--- src/rtl/wakeup_irq_pkg.sv ---
// Functional notes
// RULE1: Level select clear: low card input raises
// RULE2: Level select set: high card input raises
// RULE3: Card flag hardware set, held until cleared
// RULE4: Card interrupt forwarded only while enabled
// RULE5: Card interrupt blocked while enable cleared
// RULE6: External one request passes only while enabled
// RULE7: Select register resets to 0000 0100b
// RULE8: Software never sets reserved bits
// RULE9: Five low priority bits, one per source
// RULE10: Priority low resets zero, bit addressable
package wakeup_irq_pkg;

  // Bus geometry
  localparam int ADDR_W = 8;
  localparam int DATA_W = 32;

  // Register byte addresses
  localparam logic [7:0] SELECT_OFFSET = 8'h00;
  localparam logic [7:0] PRIO_LOW_OFFSET = 8'h04;
  localparam logic [7:0] IRQ_STATUS_OFFSET = 8'h08;
  localparam logic [7:0] IRQ_MASK_OFFSET = 8'h0C;
  localparam logic [7:0] BIT_OP_OFFSET = 8'h10;

  // Source select register fields
  localparam int CD_LEVEL_BIT = 7;
  localparam int RESERVED_BIT = 6;
  localparam int CD_FLAG_BIT = 5;
  localparam int RX_FLAG_BIT = 4;
  localparam int OE_LEVEL_BIT = 3;
  localparam int OE_EN_BIT = 2;
  localparam int CD_EN_BIT = 1;
  localparam int RX_EN_BIT = 0;
  localparam logic [7:0] SELECT_RESET = 8'h04;

  // Sticky flags of the select register: index 1 card, index 0 receive
  localparam int FLAG_COUNT = 2;
  localparam int FLAG_CD = 1;
  localparam int FLAG_RX = 0;
  localparam logic [1:0] FLAG_RESET = 2'h0;

  // Low priority register
  localparam int PRIO_LOW_WIDTH = 5;
  localparam logic [4:0] PRIO_LOW_RESET = 5'h00;

  // Event status and mask layout
  localparam int EVENT_COUNT = 3;
  localparam int EV_CD = 0;
  localparam int EV_OE = 1;
  localparam int EV_RX = 2;
  localparam logic [2:0] IRQ_STATUS_RESET = 3'h0;
  localparam logic [2:0] IRQ_MASK_RESET = 3'h0;

  // Single bit operation fields
  localparam int BIT_OP_TARGET_BIT = 3;
  localparam int BIT_OP_VALUE_BIT = 4;

  // Pin synchroniser reset level: every pin starts at its idle level
  // (card and output enable inactive high, receive line idle high), so
  // no false detection or edge follows reset
  localparam logic [2:0] PIN_SYNC_RESET = 3'h7;

  // Bus response codes
  localparam logic [1:0] RESP_OKAY = 2'h0;
  localparam logic [1:0] RESP_SLVERR = 2'h2;

endpackage

--- src/rtl/wakeup_irq_select_priority.sv ---
`timescale 1ns/1ps
`default_nettype none
// Wake interrupt source selection and low priority bits, AXI4-Lite slave
module wakeup_irq_select_priority
  import wakeup_irq_pkg::*;
(
  input wire logic CLOCK,
  input wire logic RESET,
  // Write address channel
  input wire logic [ADDR_W-1:0] AWADDR,
  input wire logic AWVALID,
  output logic AWREADY,
  // Write data channel
  input wire logic [DATA_W-1:0] WDATA,
  input wire logic [3:0] WSTRB,
  input wire logic WVALID,
  output logic WREADY,
  // Write response channel
  output logic [1:0] BRESP,
  output logic BVALID,
  input wire logic BREADY,
  // Read address channel
  input wire logic [ADDR_W-1:0] ARADDR,
  input wire logic ARVALID,
  output logic ARREADY,
  // Read data channel
  output logic [DATA_W-1:0] RDATA,
  output logic [1:0] RRESP,
  output logic RVALID,
  input wire logic RREADY,
  // Asynchronous pins
  input wire logic CARD_DETECT_INPUT,
  input wire logic OUTPUT_ENABLE_INPUT,
  input wire logic RX_WAKE_INPUT,
  // Requests towards the core vectoring logic
  output logic CARD_DETECT_IRQ,
  output logic EXTERNAL_REQUEST_ONE,
  output logic RX_WAKE_IRQ,
  output logic [PRIO_LOW_WIDTH-1:0] PRIORITY_LOW,
  output logic IRQ
);

  // Bus and register state; flags and pin stages live in submodules
  typedef struct packed {
    logic aw_got; // Write address held
    logic [ADDR_W-1:0] aw_addr;
    logic w_got; // Write data held
    logic [DATA_W-1:0] w_data;
    logic [3:0] w_strb;
    logic b_valid; // Write response pending
    logic [1:0] b_resp;
    logic r_valid; // Read data pending
    logic [DATA_W-1:0] r_data;
    logic [1:0] r_resp;
    logic card_detect_level_select;
    logic output_enable_level_select;
    logic output_enable_irq_enable;
    logic card_detect_irq_enable;
    logic rx_wake_irq_enable;
    logic [PRIO_LOW_WIDTH-1:0] prio_low;
    logic [EVENT_COUNT-1:0] irq_mask;
    logic oe_prev; // Last output enable activity, for edge events
    logic rx_prev; // Last receive line level, for start edges
  } state_t;

  state_t s;
  state_t next_s;

  // Synchronised pins
  logic [2:0] pins_sync;
  logic card_sync;
  logic oe_sync;
  logic rx_sync;

  // Derived conditions
  logic card_cond; // Card presence at the selected level
  logic oe_active; // Output enable at the selected level
  logic rx_fall; // Start edge on the receive line

  // Sticky flags and event status
  logic [FLAG_COUNT-1:0] flag_set;
  logic [FLAG_COUNT-1:0] flag_clear;
  logic [FLAG_COUNT-1:0] flags;
  logic [EVENT_COUNT-1:0] events;
  logic [EVENT_COUNT-1:0] status_clear;
  logic [EVENT_COUNT-1:0] status;

  // Write decode results
  logic do_write;
  logic select_wr;
  logic [7:0] select_new;
  logic prio_wr;
  logic [7:0] prio_new;
  logic [7:0] select_read;
  logic [7:0] prio_read;
  logic [2:0] bit_index;

  // Pins come from outside the clock domain
  pin_sync #(
    .WIDTH(3),
    .RESET_VALUE(PIN_SYNC_RESET)
  ) u_pin_sync (
    .CLOCK(CLOCK),
    .RESET(RESET),
    .pin_in({CARD_DETECT_INPUT, OUTPUT_ENABLE_INPUT, RX_WAKE_INPUT}),
    .pin_out(pins_sync)
  );

  assign card_sync = pins_sync[2];
  assign oe_sync = pins_sync[1];
  assign rx_sync = pins_sync[0];

  // Level select picks which input level means a card is present
  assign card_cond = s.card_detect_level_select ? card_sync // RULE2
                                                : !card_sync; // RULE1
  // Output enable level select, same sense as the card select
  assign oe_active = s.output_enable_level_select ? oe_sync : !oe_sync;
  assign rx_fall = s.rx_prev & !rx_sync;

  // Card and receive flags of the select register
  assign flag_set[FLAG_CD] = card_cond; // RULE3
  assign flag_set[FLAG_RX] = rx_fall;

  sticky_flags #(
    .WIDTH(FLAG_COUNT),
    .RESET_VALUE(FLAG_RESET)
  ) u_select_flags (
    .CLOCK(CLOCK),
    .RESET(RESET),
    .set_in(flag_set),
    .clear_in(flag_clear),
    .flag(flags)
  );

  // New detections feed the status register, so a held level does
  // not refire right after software acknowledges it
  assign events[EV_CD] = card_cond & !flags[FLAG_CD];
  assign events[EV_OE] = oe_active & !s.oe_prev;
  assign events[EV_RX] = rx_fall;

  sticky_flags #(
    .WIDTH(EVENT_COUNT),
    .RESET_VALUE(IRQ_STATUS_RESET)
  ) u_event_status (
    .CLOCK(CLOCK),
    .RESET(RESET),
    .set_in(events),
    .clear_in(status_clear),
    .flag(status)
  );

  // Current register images; reserved bits read as zero
  always_comb begin
    select_read = 8'h00;
    select_read[CD_LEVEL_BIT] = s.card_detect_level_select;
    select_read[CD_FLAG_BIT] = flags[FLAG_CD];
    select_read[RX_FLAG_BIT] = flags[FLAG_RX];
    select_read[OE_LEVEL_BIT] = s.output_enable_level_select;
    select_read[OE_EN_BIT] = s.output_enable_irq_enable;
    select_read[CD_EN_BIT] = s.card_detect_irq_enable;
    select_read[RX_EN_BIT] = s.rx_wake_irq_enable;
    prio_read = {3'h0, s.prio_low};
  end

  // Bus handling, write decode and next state
  always_comb begin
    next_s = s;
    do_write = s.aw_got & s.w_got & !s.b_valid;
    select_wr = 1'b0;
    select_new = select_read;
    prio_wr = 1'b0;
    prio_new = prio_read;
    status_clear = '0;
    bit_index = s.w_data[2:0];

    // Accept address and data in either order
    if (AWVALID && AWREADY) begin
      next_s.aw_got = 1'b1;
      next_s.aw_addr = AWADDR;
    end
    if (WVALID && WREADY) begin
      next_s.w_got = 1'b1;
      next_s.w_data = WDATA;
      next_s.w_strb = WSTRB;
    end

    // Both halves held: perform the write and answer
    if (do_write) begin
      next_s.aw_got = 1'b0;
      next_s.w_got = 1'b0;
      next_s.b_valid = 1'b1;
      next_s.b_resp = RESP_OKAY;
      if (s.aw_addr == SELECT_OFFSET) begin
        select_wr = s.w_strb[0];
        select_new = s.w_data[7:0];
      end else if (s.aw_addr == PRIO_LOW_OFFSET) begin
        prio_wr = s.w_strb[0]; // RULE9
        prio_new = s.w_data[7:0];
      end else if (s.aw_addr == IRQ_STATUS_OFFSET) begin
        // Write one to clear
        if (s.w_strb[0]) begin
          status_clear = s.w_data[EVENT_COUNT-1:0];
        end
      end else if (s.aw_addr == IRQ_MASK_OFFSET) begin
        if (s.w_strb[0]) begin
          next_s.irq_mask = s.w_data[EVENT_COUNT-1:0];
        end
      end else if (s.aw_addr == BIT_OP_OFFSET) begin
        // Single bit set or clear, as a bit instruction would do
        if (s.w_strb[0] && s.w_data[BIT_OP_TARGET_BIT]) begin
          prio_wr = 1'b1; // RULE10
          prio_new[bit_index] = s.w_data[BIT_OP_VALUE_BIT];
        end else if (s.w_strb[0]) begin
          select_wr = 1'b1;
          select_new[bit_index] = s.w_data[BIT_OP_VALUE_BIT];
        end
      end else begin
        // Unmapped address
        next_s.b_resp = RESP_SLVERR;
      end
    end

    // Response leaves once the master takes it
    if (s.b_valid && BREADY) begin
      next_s.b_valid = 1'b0;
    end

    // Read: data registered one cycle after the address
    if (ARVALID && ARREADY) begin
      next_s.r_valid = 1'b1;
      next_s.r_resp = RESP_OKAY;
      if (ARADDR == SELECT_OFFSET) begin
        next_s.r_data = {24'h000000, select_read};
      end else if (ARADDR == PRIO_LOW_OFFSET) begin
        next_s.r_data = {24'h000000, prio_read}; // RULE10
      end else if (ARADDR == IRQ_STATUS_OFFSET) begin
        next_s.r_data = {29'h00000000, status};
      end else if (ARADDR == IRQ_MASK_OFFSET) begin
        next_s.r_data = {29'h00000000, s.irq_mask};
      end else if (ARADDR == BIT_OP_OFFSET) begin
        next_s.r_data = 32'h00000000;
      end else begin
        next_s.r_data = 32'h00000000;
        next_s.r_resp = RESP_SLVERR;
      end
    end else if (s.r_valid && RREADY) begin
      next_s.r_valid = 1'b0;
    end

    // Select register: the reserved bit is dropped, flags only clear
    if (select_wr) begin
      next_s.card_detect_level_select = select_new[CD_LEVEL_BIT];
      next_s.output_enable_level_select = select_new[OE_LEVEL_BIT];
      next_s.output_enable_irq_enable = select_new[OE_EN_BIT];
      next_s.card_detect_irq_enable = select_new[CD_EN_BIT];
      next_s.rx_wake_irq_enable = select_new[RX_EN_BIT];
    end
    if (prio_wr) begin
      next_s.prio_low = prio_new[PRIO_LOW_WIDTH-1:0]; // RULE9
    end

    // Edge trackers
    next_s.oe_prev = oe_active;
    next_s.rx_prev = rx_sync;

    // Synchronous reset
    if (RESET) begin
      next_s = '0;
      next_s.card_detect_level_select = SELECT_RESET[CD_LEVEL_BIT];
      next_s.output_enable_level_select = SELECT_RESET[OE_LEVEL_BIT];
      next_s.output_enable_irq_enable = SELECT_RESET[OE_EN_BIT]; // RULE7
      next_s.card_detect_irq_enable = SELECT_RESET[CD_EN_BIT];
      next_s.rx_wake_irq_enable = SELECT_RESET[RX_EN_BIT];
      next_s.prio_low = PRIO_LOW_RESET; // RULE10
      next_s.irq_mask = IRQ_MASK_RESET;
    end
  end

  // Writing zero to a flag clears it; writing one leaves it alone
  assign flag_clear[FLAG_CD] = select_wr & !select_new[CD_FLAG_BIT]; // RULE3
  assign flag_clear[FLAG_RX] = select_wr & !select_new[RX_FLAG_BIT];

  // State register
  always_ff @(posedge CLOCK) begin
    s <= next_s;
  end

  // Bus handshakes: one write and one read outstanding at most
  assign AWREADY = !s.aw_got & !s.b_valid;
  assign WREADY = !s.w_got & !s.b_valid;
  assign BVALID = s.b_valid;
  assign BRESP = s.b_resp;
  assign ARREADY = !s.r_valid;
  assign RVALID = s.r_valid;
  assign RDATA = s.r_data;
  assign RRESP = s.r_resp;

  // Requests to the core, gated by their enables
  assign CARD_DETECT_IRQ = flags[FLAG_CD] // RULE3
                           & s.card_detect_irq_enable; // RULE4 RULE5
  assign EXTERNAL_REQUEST_ONE = oe_active & s.output_enable_irq_enable; // RULE6
  assign RX_WAKE_IRQ = flags[FLAG_RX] & s.rx_wake_irq_enable;
  assign PRIORITY_LOW = s.prio_low; // RULE9
  // Level interrupt while any unmasked event is pending
  assign IRQ = |(status & s.irq_mask);
endmodule
`default_nettype wire

--- src/rtl/pin_sync.sv ---
`timescale 1ns/1ps
`default_nettype none
// Two-stage synchroniser for asynchronous pins
module pin_sync #(
  parameter int WIDTH = 3,
  parameter logic [WIDTH-1:0] RESET_VALUE = '0
) (
  input wire logic CLOCK,
  input wire logic RESET,
  input wire logic [WIDTH-1:0] pin_in,
  output logic [WIDTH-1:0] pin_out
);

  typedef struct packed {
    logic [WIDTH-1:0] stage1; // Metastable stage, read only by stage2
    logic [WIDTH-1:0] stage2; // Settled copy
  } sync_state_t;

  sync_state_t s;
  sync_state_t next_s;

  // Shift the pins through both stages
  always_comb begin
    next_s = s;
    next_s.stage1 = pin_in;
    next_s.stage2 = s.stage1;
    if (RESET) begin
      next_s.stage1 = RESET_VALUE;
      next_s.stage2 = RESET_VALUE;
    end
  end

  // State register
  always_ff @(posedge CLOCK) begin
    s <= next_s;
  end

  assign pin_out = s.stage2;

endmodule
`default_nettype wire

--- src/rtl/sticky_flags.sv ---
`timescale 1ns/1ps
`default_nettype none
// Sticky flag bank: set wins over a clear in the same cycle
module sticky_flags #(
  parameter int WIDTH = 2,
  parameter logic [WIDTH-1:0] RESET_VALUE = '0
) (
  input wire logic CLOCK,
  input wire logic RESET,
  input wire logic [WIDTH-1:0] set_in,
  input wire logic [WIDTH-1:0] clear_in,
  output logic [WIDTH-1:0] flag
);

  typedef struct packed {
    logic [WIDTH-1:0] flag; // Held flags
  } flag_state_t;

  flag_state_t s;
  flag_state_t next_s;

  // Clear first, then set, so an arriving event is never lost
  always_comb begin
    next_s = s;
    next_s.flag = (s.flag & ~clear_in) | set_in;
    if (RESET) begin
      next_s.flag = RESET_VALUE;
    end
  end

  // State register
  always_ff @(posedge CLOCK) begin
    s <= next_s;
  end

  assign flag = s.flag;

endmodule
`default_nettype wire

--- config.mk ---
export PLATFORM = sky130hd
export DESIGN_NAME = wakeup_irq_select_priority
export DESIGN_NICKNAME = d
export VERILOG_FILES = /design/src/rtl/wakeup_irq_pkg.sv /design/src/rtl/wakeup_irq_select_priority.sv /design/src/rtl/pin_sync.sv /design/src/rtl/sticky_flags.sv
export SDC_FILE = /design/constraint.sdc
export NUM_CORES = 1
export LEC_CHECK = 0
export ABC_AREA = 1
export BUFFER_PORTS_ARGS = -buffer_cell sky130_fd_sc_hd__buf_4
export CORE_UTILIZATION = 46
export DETAILED_ROUTE_END_ITERATION = 7
export PLACE_DENSITY = 0.84
export SLEW_MARGIN = 0
export SYNTH_ARGS = -nofsm -noshare
export SYNTH_HDL_FRONTEND = slang
export SYNTH_HIERARCHICAL = 1
export SYNTH_SLANG_ARGS = --single-unit
--- constraint.sdc ---
create_clock -name CLOCK -period 3.25 [get_ports CLOCK]
set_input_delay 0.1625 -clock CLOCK [delete_from_list [all_inputs] [get_ports CLOCK]]
set_output_delay 0.1625 -clock CLOCK [all_outputs]
set_load 0.005 [all_outputs]
## After elaboration in Yosys (flattened, before gate mapping)

Cells that the tools add are included.

- Order comparisons: 2
- Equality and inequality tests: 14
- Mux-type cells: 55
- Bitwise gates (word level): 22
- Reductions and logical operators: 31

Operators by type and width:

| kind | number |
|---|---|
| two-way mux 8 bit | 8 |
| equality test 8 x 4 -> 1 bit, second input constant | 4 |
| two-way mux 5 bit | 6 |
| two-way mux 3 bit | 7 |
| two-way mux 1 bit | 20 |
| two-way mux 2 bit | 10 |
| bitwise mux 8 bit | 2 |
| equality test 8 x 3 -> 1 bit, second input constant | 2 |
| equality test 8 x 5 -> 1 bit, second input constant | 2 |
| logical NOT 8 bit | 2 |
| AND 1 bit | 12 |
| inequality test 2 bit, second input constant | 6 |
| logical NOT 1 bit | 11 |
| nonzero test 2 bit | 5 |
| AND reduction 8 bit | 1 |
| logical AND 1 bit | 7 |
| AND reduction 7 bit | 1 |
| AND 3 bit | 2 |
| two-way mux 6 bit | 1 |
| AND reduction 6 bit | 1 |
| < comparator 3 x 4 -> 1 bit, second input constant | 1 |
| OR reduction 2 bit | 2 |
| demux 1 bit (select 3 bit) | 1 |
| greater-or-equal comparator 3 x 1 -> 1 bit, second input constant | 1 |
| 7 further kinds | 9 |

- Register bits: 83
- Input port bits: 62
- Output and inout bits: 50
- Word-level logic and storage cells: 147

## Depth between registers and ports, before layout

Gate-level depths: netlist (run 1).

- Depth in word-level cells: 18
- Mapped depth: 14
- Gate-level depth less buffers: 13

## Hierarchy

The synthesis (run 1) kept the hierarchy.

Modules (own cells, without submodules):

| module | times used | cells each | area an instance (um2) | sequential area each (um2) |
|---|---|---|---|---|
| wakeup_irq_select_priority | 1 | 425 | 2822.7 | 880.8 |
| pin_sync | 1 | 22 | 191.4 | 120.1 |
| sticky_flags (u_event_status) | 1 | 15 | 108.9 | 60.1 |
| sticky_flags (u_select_flags) | 1 | 10 | 72.6 | 40.0 |

## Worst setup path after synthesis (run 1)

No wires, ideal clock.

- Path type: reg-to-reg
- Start: register s (netlist bit BVALID)
- End: register u_select_flags.s (netlist bit u_select_flags/flag[1])
- Setup time: 0.116 ns
- Data arrival time: 1.370 ns
- Required time: 3.134 ns
- Path slack: 1.764 ns
- Stages on the path, launching flop included: 10
- Path buffers: 0
- Clock period less this slack: 1.486 ns
- Cells stage by stage: dfxtp_1 nor3_4 inv_4 nor2_8 a21boi_4 nand2_2 nor2_1 inv_1 nand2_1 a21oi_1

- Longest elaborated chain between the ends: 8
- Elaborated cells between the ends (all ways): 9
- Those cells by class: mux (2); bitwise (5); reduce/logical (2)

RTL lines:

| element | line | source |
|---|---|---|
| start: declaration | wakeup_irq_select_priority.sv:66 | `state_t s;` |
| start signal: assignment | wakeup_irq_select_priority.sv:285 | `s <= next_s;` |
| logical NOT 1 bit (*) | wakeup_irq_select_priority.sv:168 | `do_write = s.aw_got & s.w_got & !s.b_valid;` |
| AND 1 bit (*) | wakeup_irq_select_priority.sv:168 |  |
| two-way mux 6 bit | wakeup_irq_select_priority.sv:188 | `if (do_write) begin` |
| logical NOT 1 bit | wakeup_irq_select_priority.sv:280 | `assign flag_clear[FLAG_CD] = select_wr & !select_new[CD_FLAG_BIT];` |
| AND 1 bit (*) | wakeup_irq_select_priority.sv:280 |  |
| named net flag_clear[1] | wakeup_irq_select_priority.sv:82 | `logic [FLAG_COUNT-1:0] flag_clear;` |
| NOT 2 bit (*) | sticky_flags.sv:25 | `next_s.flag = (s.flag & ~clear_in) \| set_in;` |
| AND 2 bit (*) | sticky_flags.sv:25 |  |
| bitwise OR 2 bit (*) | sticky_flags.sv:25 |  |
| end signal: assignment | sticky_flags.sv:33 | `s <= next_s;` |
| end: declaration | sticky_flags.sv:19 | `flag_state_t s;` |

The timed path passes the listed nets; every way through them passes the cells marked *.
A chain may end at the register's enable or synchronous reset.

## Worst setup path after layout (run 1)

- Start: register s[89] in the netlist's numbering
- End: register u_select_flags.s (netlist bit u_select_flags/flag[1])

- Longest elaborated chain between the ends: 8
- Elaborated cells between the ends (all ways): 9
- Those cells by class: mux (2); bitwise (6); reduce/logical (1)

RTL lines:

| element | line |
|---|---|
| AND 1 bit (*) (2 in series) | wakeup_irq_select_priority.sv:168 |
| two-way mux 6 bit | wakeup_irq_select_priority.sv:188 |
| logical NOT 1 bit | wakeup_irq_select_priority.sv:280 |
| AND 1 bit (*) | wakeup_irq_select_priority.sv:280 |
| named net flag_clear[1] | wakeup_irq_select_priority.sv:82 |
| NOT 2 bit (*) | sticky_flags.sv:25 |
| AND 2 bit (*) | sticky_flags.sv:25 |
| bitwise OR 2 bit (*) | sticky_flags.sv:25 |

Marks and branches as above.

==> results.txt, run 1 <==
leakage power = 1.72 nW
Clk Tree Root Cell = clkbuf_8
Iter 0 DRT Violations = 229
Fmax = 554 MHz
sequential area share after synthesis = 34.5%
WP data required = 3.46 ns
Util after Layout = 52.1%
worst hold path class = in -> reg
main flop type after synthesis = dfxtp_1
clk_skew = 0.00880 ns
final net count = 567
Final Cycle Share = 55.6%
Setup crit start kind = register
initial antenna violation count = 0
maxcap violations = 0
RSZ-0062 raised after global routing = false
CTS Hold Bufs = 0
clk buf depth = 2
# diodes = 0
drt drc = 0
arrival time at the worst endpoint = 2.01 ns
WL/cell = 11.4 µm
setup repair bufs after CTS = 0
CP max FO = 8
asr flop ratio synth = 0%
total wire length = 6700 µm
Hold Violations, Final = 0
CP Capture Type = register
Power Dens Cells = 408 mW/mm²
gr busiest metal = met2
GR Overflow Total = 0
Slew HR = 38.9%
GRT met1 Usage = 25.8%
first-pass GRT wire length = 11200 µm
io pins = 112
number of synthesized flops with an enable pin = 0
run status = finished, final reports clean
Synth cell types = 33
Pins Over Slew Limit = 0
Final WS setup = 1.44 ns
area of the multi-input gates = 0.00153 mm²
GRT met2 Usage = 31.5%
Final min period = 1.81 ns
GRT Total Usage = 19.2%
register area = 0.00110 mm²
Synth Instances = 472
via total after detailed routing = 2877
post-CTS sizing = 0
main combinational cell family by area after synthesis = simple AND/OR/NAND/NOR gates
Reg clk slew, reported paths = 0.10 ns
Avg Inst Size Synth = 6.77 µm²
vias in the first global route = 2492
Rows = 30
Filler cells = 676
Sinks on Clock Net = 55
adder-cell share of the synthesized area = 0%
Initial Util = 47.3%
TritonRoute pass-1 iters = 4
die area = 0.00728 mm²
worst slack, placed = 1.45 ns
#FFs+latches synth = 55
Horiz. Die Dim = 85.3 µm
Mapped Area = 0.00320 mm²
Core ar. = 0.00676 mm²
Worst-Skew Late Latency = 0.31 ns
H-tree level count = 2
Final setup viols = 0
Final ANT Viol Nets = 0
worst-case vdd ir drop = 0.238 mV
TritonCTS clock tree = done
met3 usage = 3.40%
total chip power = 1.44 mW
critical path type = reg -> reg
final estimated routing congestion in global placement = 0.853
Die H = 85.3 µm
vias per cell = 4.91
IO buf count = 56
P&R area growth vs syn = 10.1%
Slew @ Worst Pin = 0.915 ns
HPWL after detailed placement = 5210 µm
post-route setup TNS = 0 ns
proportion of layout cells with a drive suffix above 1 = 17.4%
largest net degree at the start of global routing = 36
Simple-Gate Fraction of Synth Area = 30.9%
Synth Warn # = 6
compound-gate portion of the synthesized area = 13.5%
Post-Synth XOR/XNOR Area = 0.274%
multiplexer share of the synthesized area = 0%
CTS Buf Count = 5
final timing paths:
kind              slack (ns)                        from                                 to  cells after the start
setup reg to reg        1.44          s[89]$_SDFFE_PP0P_  u_select_flags/flag[1]$_SDFF_PP0_                     10
hold reg to reg         0.42  u_pin_sync/s[4]$_SDFF_PP1_   u_pin_sync/pin_out[1]$_SDFF_PP1_                      2
setup / recovery        1.44          s[89]$_SDFFE_PP0P_  u_select_flags/flag[1]$_SDFF_PP0_                     10
hold / removal          0.02                      BREADY                BVALID$_SDFFE_PP0P_                      2
sequential cells by signal, indices dropped and copies added (netlist names):
signal / count
BVALID: 1
u_event_status/flag: 3
u_pin_sync/pin_out: 3
u_pin_sync/s: 3
u_select_flags/flag: 2
s: 25
RDATA: 7
PRIORITY_LOW: 5
bit_index: 3
RRESP: 1
RVALID: 1
BRESP: 1
critical path: stages (launching register included):
cell and delay, ns:
dfxtp_1 0.36, inv_1 0.09, nor3_4 0.43, inv_4 0.14, nor2_8 0.14, a21boi_4 0.22
nand2_2 0.05, nor2_1 0.11, inv_1 0.05, nand2_1 0.06, a21oi_1 0.06
layer usage:
| metal | share of wire (%) | vias to the layer above |
|---|---|---|
| met5 | 0 | - |
| met3 | 6.2 | 4 |
| met2 | 45 | 93 |
| met4 | 1.2 | 0 |
| met1 | 47 | 1266 |
| li1 | - | 1514 |
per-stage QoR:
step / instances / instance area (µm²) / hold slack, ns
4_1_cts: 586 / 3520 / 0.0148
5_1_grt: 586 / 3520 / 0.0138
3_3_place_gp: 578 / 3420 / 0.337
6_report: 586 / 3520 / 0.0178
2_1_floorplan: 498 / 3290 / 0.232
3_5_place_dp: 578 / 3420 / 0.341
cell type report:
type	instances	share of cell area (%)
multi-input combinational	316	43.5
sequential	55	31.3
timing repair buffer	56	12.0
inverter	71	7.65
tap	80	2.85
clock buffer	6	2.35
clock inverter	2	0.391
layout by cell type (no fill, tap or decap), drive strengths merged, types with 2 or more instances in the layout:
master	Yosys	routed
clkbuf	4	6
nor2	52	52
o211ai	3	3
inv	69	70
a211oi	2	2
o21ai	28	28
o22ai	5	5
dfxtp	55	55
nor3	8	8
clkinv	2	3
nand3	36	36
nand2	95	95
conb	1	27
buf	52	56
a21oi	37	37
nand4	18	18
power by group:
part,internal (mW),switching [mW]
sequential,0.712,0.0287
clock,0.175,0.228
combinational,0.102,0.190
synthesized netlist by cell type, drive strengths merged, types with 3 or more instances:
| cell | instances | area, µm² |
|---|---|---|
| nand2 | 95 | 387 |
| inv | 69 | 262 |
| dfxtp | 55 | 1100 |
| buf | 52 | 378 |
| nor2 | 52 | 240 |
| a21oi | 37 | 185 |
| nand3 | 36 | 180 |
| o21ai | 28 | 144 |
| nand4 | 18 | 113 |
| nor3 | 8 | 62.6 |
| o22ai | 5 | 31.3 |
| clkbuf | 4 | 15.0 |
| o211ai | 3 | 22.5 |
cells by family after synthesis:
group	count (synthesis)
and+or+nand+nor	210
buffers and inverters	127
AOI/OAI and AO/OA	78
DFF	55
xor gates and xnor gates	1
other	1
(Power assumes the default switching activity.)
==> run 2, diff against run 1 <==
ABC_AREA = 0   (was 1)
clock period = 1.8 ns   (was 3.25 ns; I/O delays follow)
==> results.txt, run 2 <==
Avg Inst Size Synth = 8.31 µm² (+23%)
Worst Path Buf+Inv = 1 (-2)
RSZ-0062 raised after global routing = true
Hold Violations, Final = 0 (unchanged)
number of synthesized flops with an enable pin = 0 (unchanged)
largest net degree at the start of global routing = 34 (-5.6%)
register area = 0.00111 mm² (+0.68%)
commonest non-fill, non-tap cells in the layout = 72 x buf_4, 51 x dfxtp_1, 46 x nand2_1
Synth Warn # = 6 (unchanged)
most frequent cell after synthesis = dfxtp_1
Sinks on Clock Net = 55 (unchanged)
critical path type = reg -> reg
Horiz. Die Dim = 83.5 µm (-2.1%)
via total after detailed routing = 2607 (-9.4%)
vias in the first global route = 2389 (-4.1%)
GRT Total Usage = 19.2% (+0.033 points)
drt drc = 0 (unchanged)
TritonRoute pass-1 iters = 4 (unchanged)
Final min period = 1.81 ns (-0.00146 ns)
Mapped Area = 0.00306 mm² (-4.3%)
P&R area growth vs syn = 16.5%
clock group share of total power = 27.0% (-1.1 points)
post-synth top area cell = dfxtp_1
Clk Tree Root Cell = clkbuf_8
Post-Place Cell Area = 0.00337 mm² (-1.6%)
H-tree level count = 2 (unchanged)
slowest stage delay, CP = 0.58 ns (+0.15 ns)
initial antenna violation count = 0 (unchanged)
TritonCTS clock tree = done
Setup crit start = s[95]$_SDFFE_PP0P_
internal power = 1.76 mW (+78%)
Final WS setup = -0.00506 ns (-1.45 ns)
main area contributors after synthesis = dfxtp_1 36%, buf_4 11%, nand2_1 5.6%
GRT met1 Usage = 23.6% (-2.2 points)
HPWL after detailed placement = 4860 µm (-6.8%)
Fmax = 554 MHz (about the same)
vias per cell = 5.30 (+7.9%)
Iter 0 DRT Violations = 197 (-14%)
hold_sp = WDATA[3]
Die H = 83.5 µm (-2.1%)
Net Sw Frac = 28.2% (-2.9 points)
worst-case vdd ir drop = 0.703 mV (+190%)
final net count = 476 (-16%)
CP Capture Type = register
Synth cell types = 57 (+73%)
area of the multi-input gates = 0.00162 mm² (+6.1%)
Design Area, Final = 0.00356 mm² (+1.3%)
worst hold path class = in -> reg
Worst path top cell family by delay = simple AND/OR/NAND/NOR gates
die area = 0.00697 mm² (-4.2%)
register-to-register setup slack = -0.005 ns (-1.45 ns)
Initial Util = 47.9% (+0.57 points)
main flop type after synthesis = dfxtp_1
Placed Cells = 476 (-18%)
Setup crit start kind = register
asr flop ratio synth = 0% (unchanged)
WP data required = 2.00 ns (-1.46 ns)
proportion of layout cells with a drive suffix above 1 = 25.1% (+7.7 points)
GRT met2 Usage = 32.9% (+1.4 points)
sequential area share after synthesis = 36.0% (+1.6 points)
reg2reg start = s[95]$_SDFFE_PP0P_
slowest cell on the critical path = or4_4
Biggest register = s
arrival time at the worst endpoint = 2.00 ns (about the same)
Yosys top cell area share = 36.0% (+1.6 points)
clk buf depth = 2 (unchanged)
gr busiest metal = met2
run status = complete, but fails checks
Final Non-Filler Cells = 492 (-16%)
Util after Layout = 55.8% (+3.7 points)
most common cell after layout, fill and taps aside = buf_4
Synth Instances = 368 (-22%)
Synth top cells by count = 55 x dfxtp_1, 46 x nand2_1, 44 x buf_4
Final Cycle Share = 100% (+45 points)
leakage power = 1.42 nW (-17%)
GR Overflow Total = 0 (unchanged)
CP Cell Sequence = or4_4, buf_4, nor4_4, mux2i_1, nor2_1
Power Dens Cells = 689 mW/mm² (+69%)
part of the power in registers = 54.3% (+2.7 points)
Rows = 29 (-3.3%)
Psw = 692 µW (+55%)
Pins Over Slew Limit = 0 (unchanged)
combinational power share = 18.7% (-1.6 points)
WL/cell = 13.6 µm (+19%)
Worst-Skew Late Latency = 0.31 ns (about the same)
first-pass GRT wire length = 10800 µm (-3.7%)
CTS Buf Count = 5 (unchanged)
Largest register FFs = 25 (unchanged)
Final setup viols = 1 (+1)
Core ar. = 0.00639 mm² (-5.5%)
maxcap violations = 0 (unchanged)
met3 usage = 3.26% (-0.14 points)
Final ANT Viol Nets = 0 (unchanged)
CP max FO = 3 (-5)
IO buf count = 56 (unchanged)
# diodes = 0 (unchanged)
io pins = 112 (unchanged)
failing checks = negative setup slack
Filler cells = 609 (-9.9%)
Reg clk slew, reported paths = 0.10 ns (about the same)
#FFs+latches synth = 55 (unchanged)
final estimated routing congestion in global placement = 0.921 (+8.0%)
total wire length = 6700 µm (about the same)
clk_skew = 0.00906 ns (+0.000258 ns)
==> run 2: worst register-to-register path: stages (launching register included) <==
cell,delay (ns)
dfxtp_4,0.36
or4_4,0.58
buf_4,0.17
nor4_4,0.29
mux2i_1,0.24
nor2_1,0.05
==> run 2: cell families (layout without fill, tap and decap cells) <==
| kind of cell | after synthesis | in the layout | synth area share (%) |
|---|---|---|---|
| compound gates | 71 | 71 | 14.5 |
| mux | 14 | 14 | 5.89 |
| simple gates | 148 | 148 | 27.8 |
| other cells | 1 | 27 | 0.123 |
| buf+inv | 77 | 98 | 15.1 |
| xor+xnor | 2 | 2 | 0.573 |
| flops | 55 | 55 | 36.0 |
==> run 2: final timing paths <==
path	to	cells past startpoint
max	s[4]$_SDFFE_PP0P_	5
min	s[60]$_SDFFE_PP0P_	3
max reg2reg	s[4]$_SDFFE_PP0P_	5
min reg2reg	u_pin_sync/pin_out[1]$_SDFF_PP1_	1
==> run 2: repair_timing <==
action                                  CTS  global route
pin swaps                                 2             6
endpoints found under the setup margin    8            13
hold buffers                              4             0
endpoints found under the hold margin     4             0
setup buffers                             0             4
resized for setup                         1             9
==> run 2: cell type report <==
| class | instances | share of cell area, % |
|---|---|---|
| Inverter | 13 | 1.37 |
| Timing Repair Buffer | 77 | 16.9 |
| Tap cell | 77 | 2.70 |
| Multi-Input combinational cell | 262 | 45.6 |
| Clock buffer | 6 | 2.04 |
| Clock inverter | 2 | 0.351 |
| Sequential cell | 55 | 31.1 |
==> run 2: routing by layer <==
layer / wire [µm] / up-vias
li1: - / 1294
met1: 2950 / 1181
met2: 3140 / 114
met3: 427 / 18
met4: 186 / 0
met5: 0 / -
==> run 2: power by group through the flow <==
| stage | Clock [mW] | Sequential, mW | Combinational (mW) |
|---|---|---|---|
| 6_report | 0.662 | 1.33 | 0.459 |
| 3_3_place_gp | 0 | 1.35 | 0.404 |
| 2_1_floorplan | 0 | 1.32 | 0.327 |
| 5_1_grt | 0.743 | 1.34 | 0.503 |
| 3_5_place_dp | 0 | 1.36 | 0.414 |
| 4_1_cts | 0.682 | 1.33 | 0.426 |
==> run 2: metrics by stage <==
stage                     total power [mW]  hold slack (ns)  setup TNS [ns]  worst slack [ns]
final                                 2.45           0.0199        -0.00506          -0.00506
after global routing                  2.59          0.00843          -0.329           -0.0646
after CTS                             2.44           0.0146               0            0.0159
after detailed placement              1.77            0.270         -0.0220           -0.0159
after global placement                1.76            0.268               0            0.0198
after floorplan                       1.65            0.159               0            0.0632
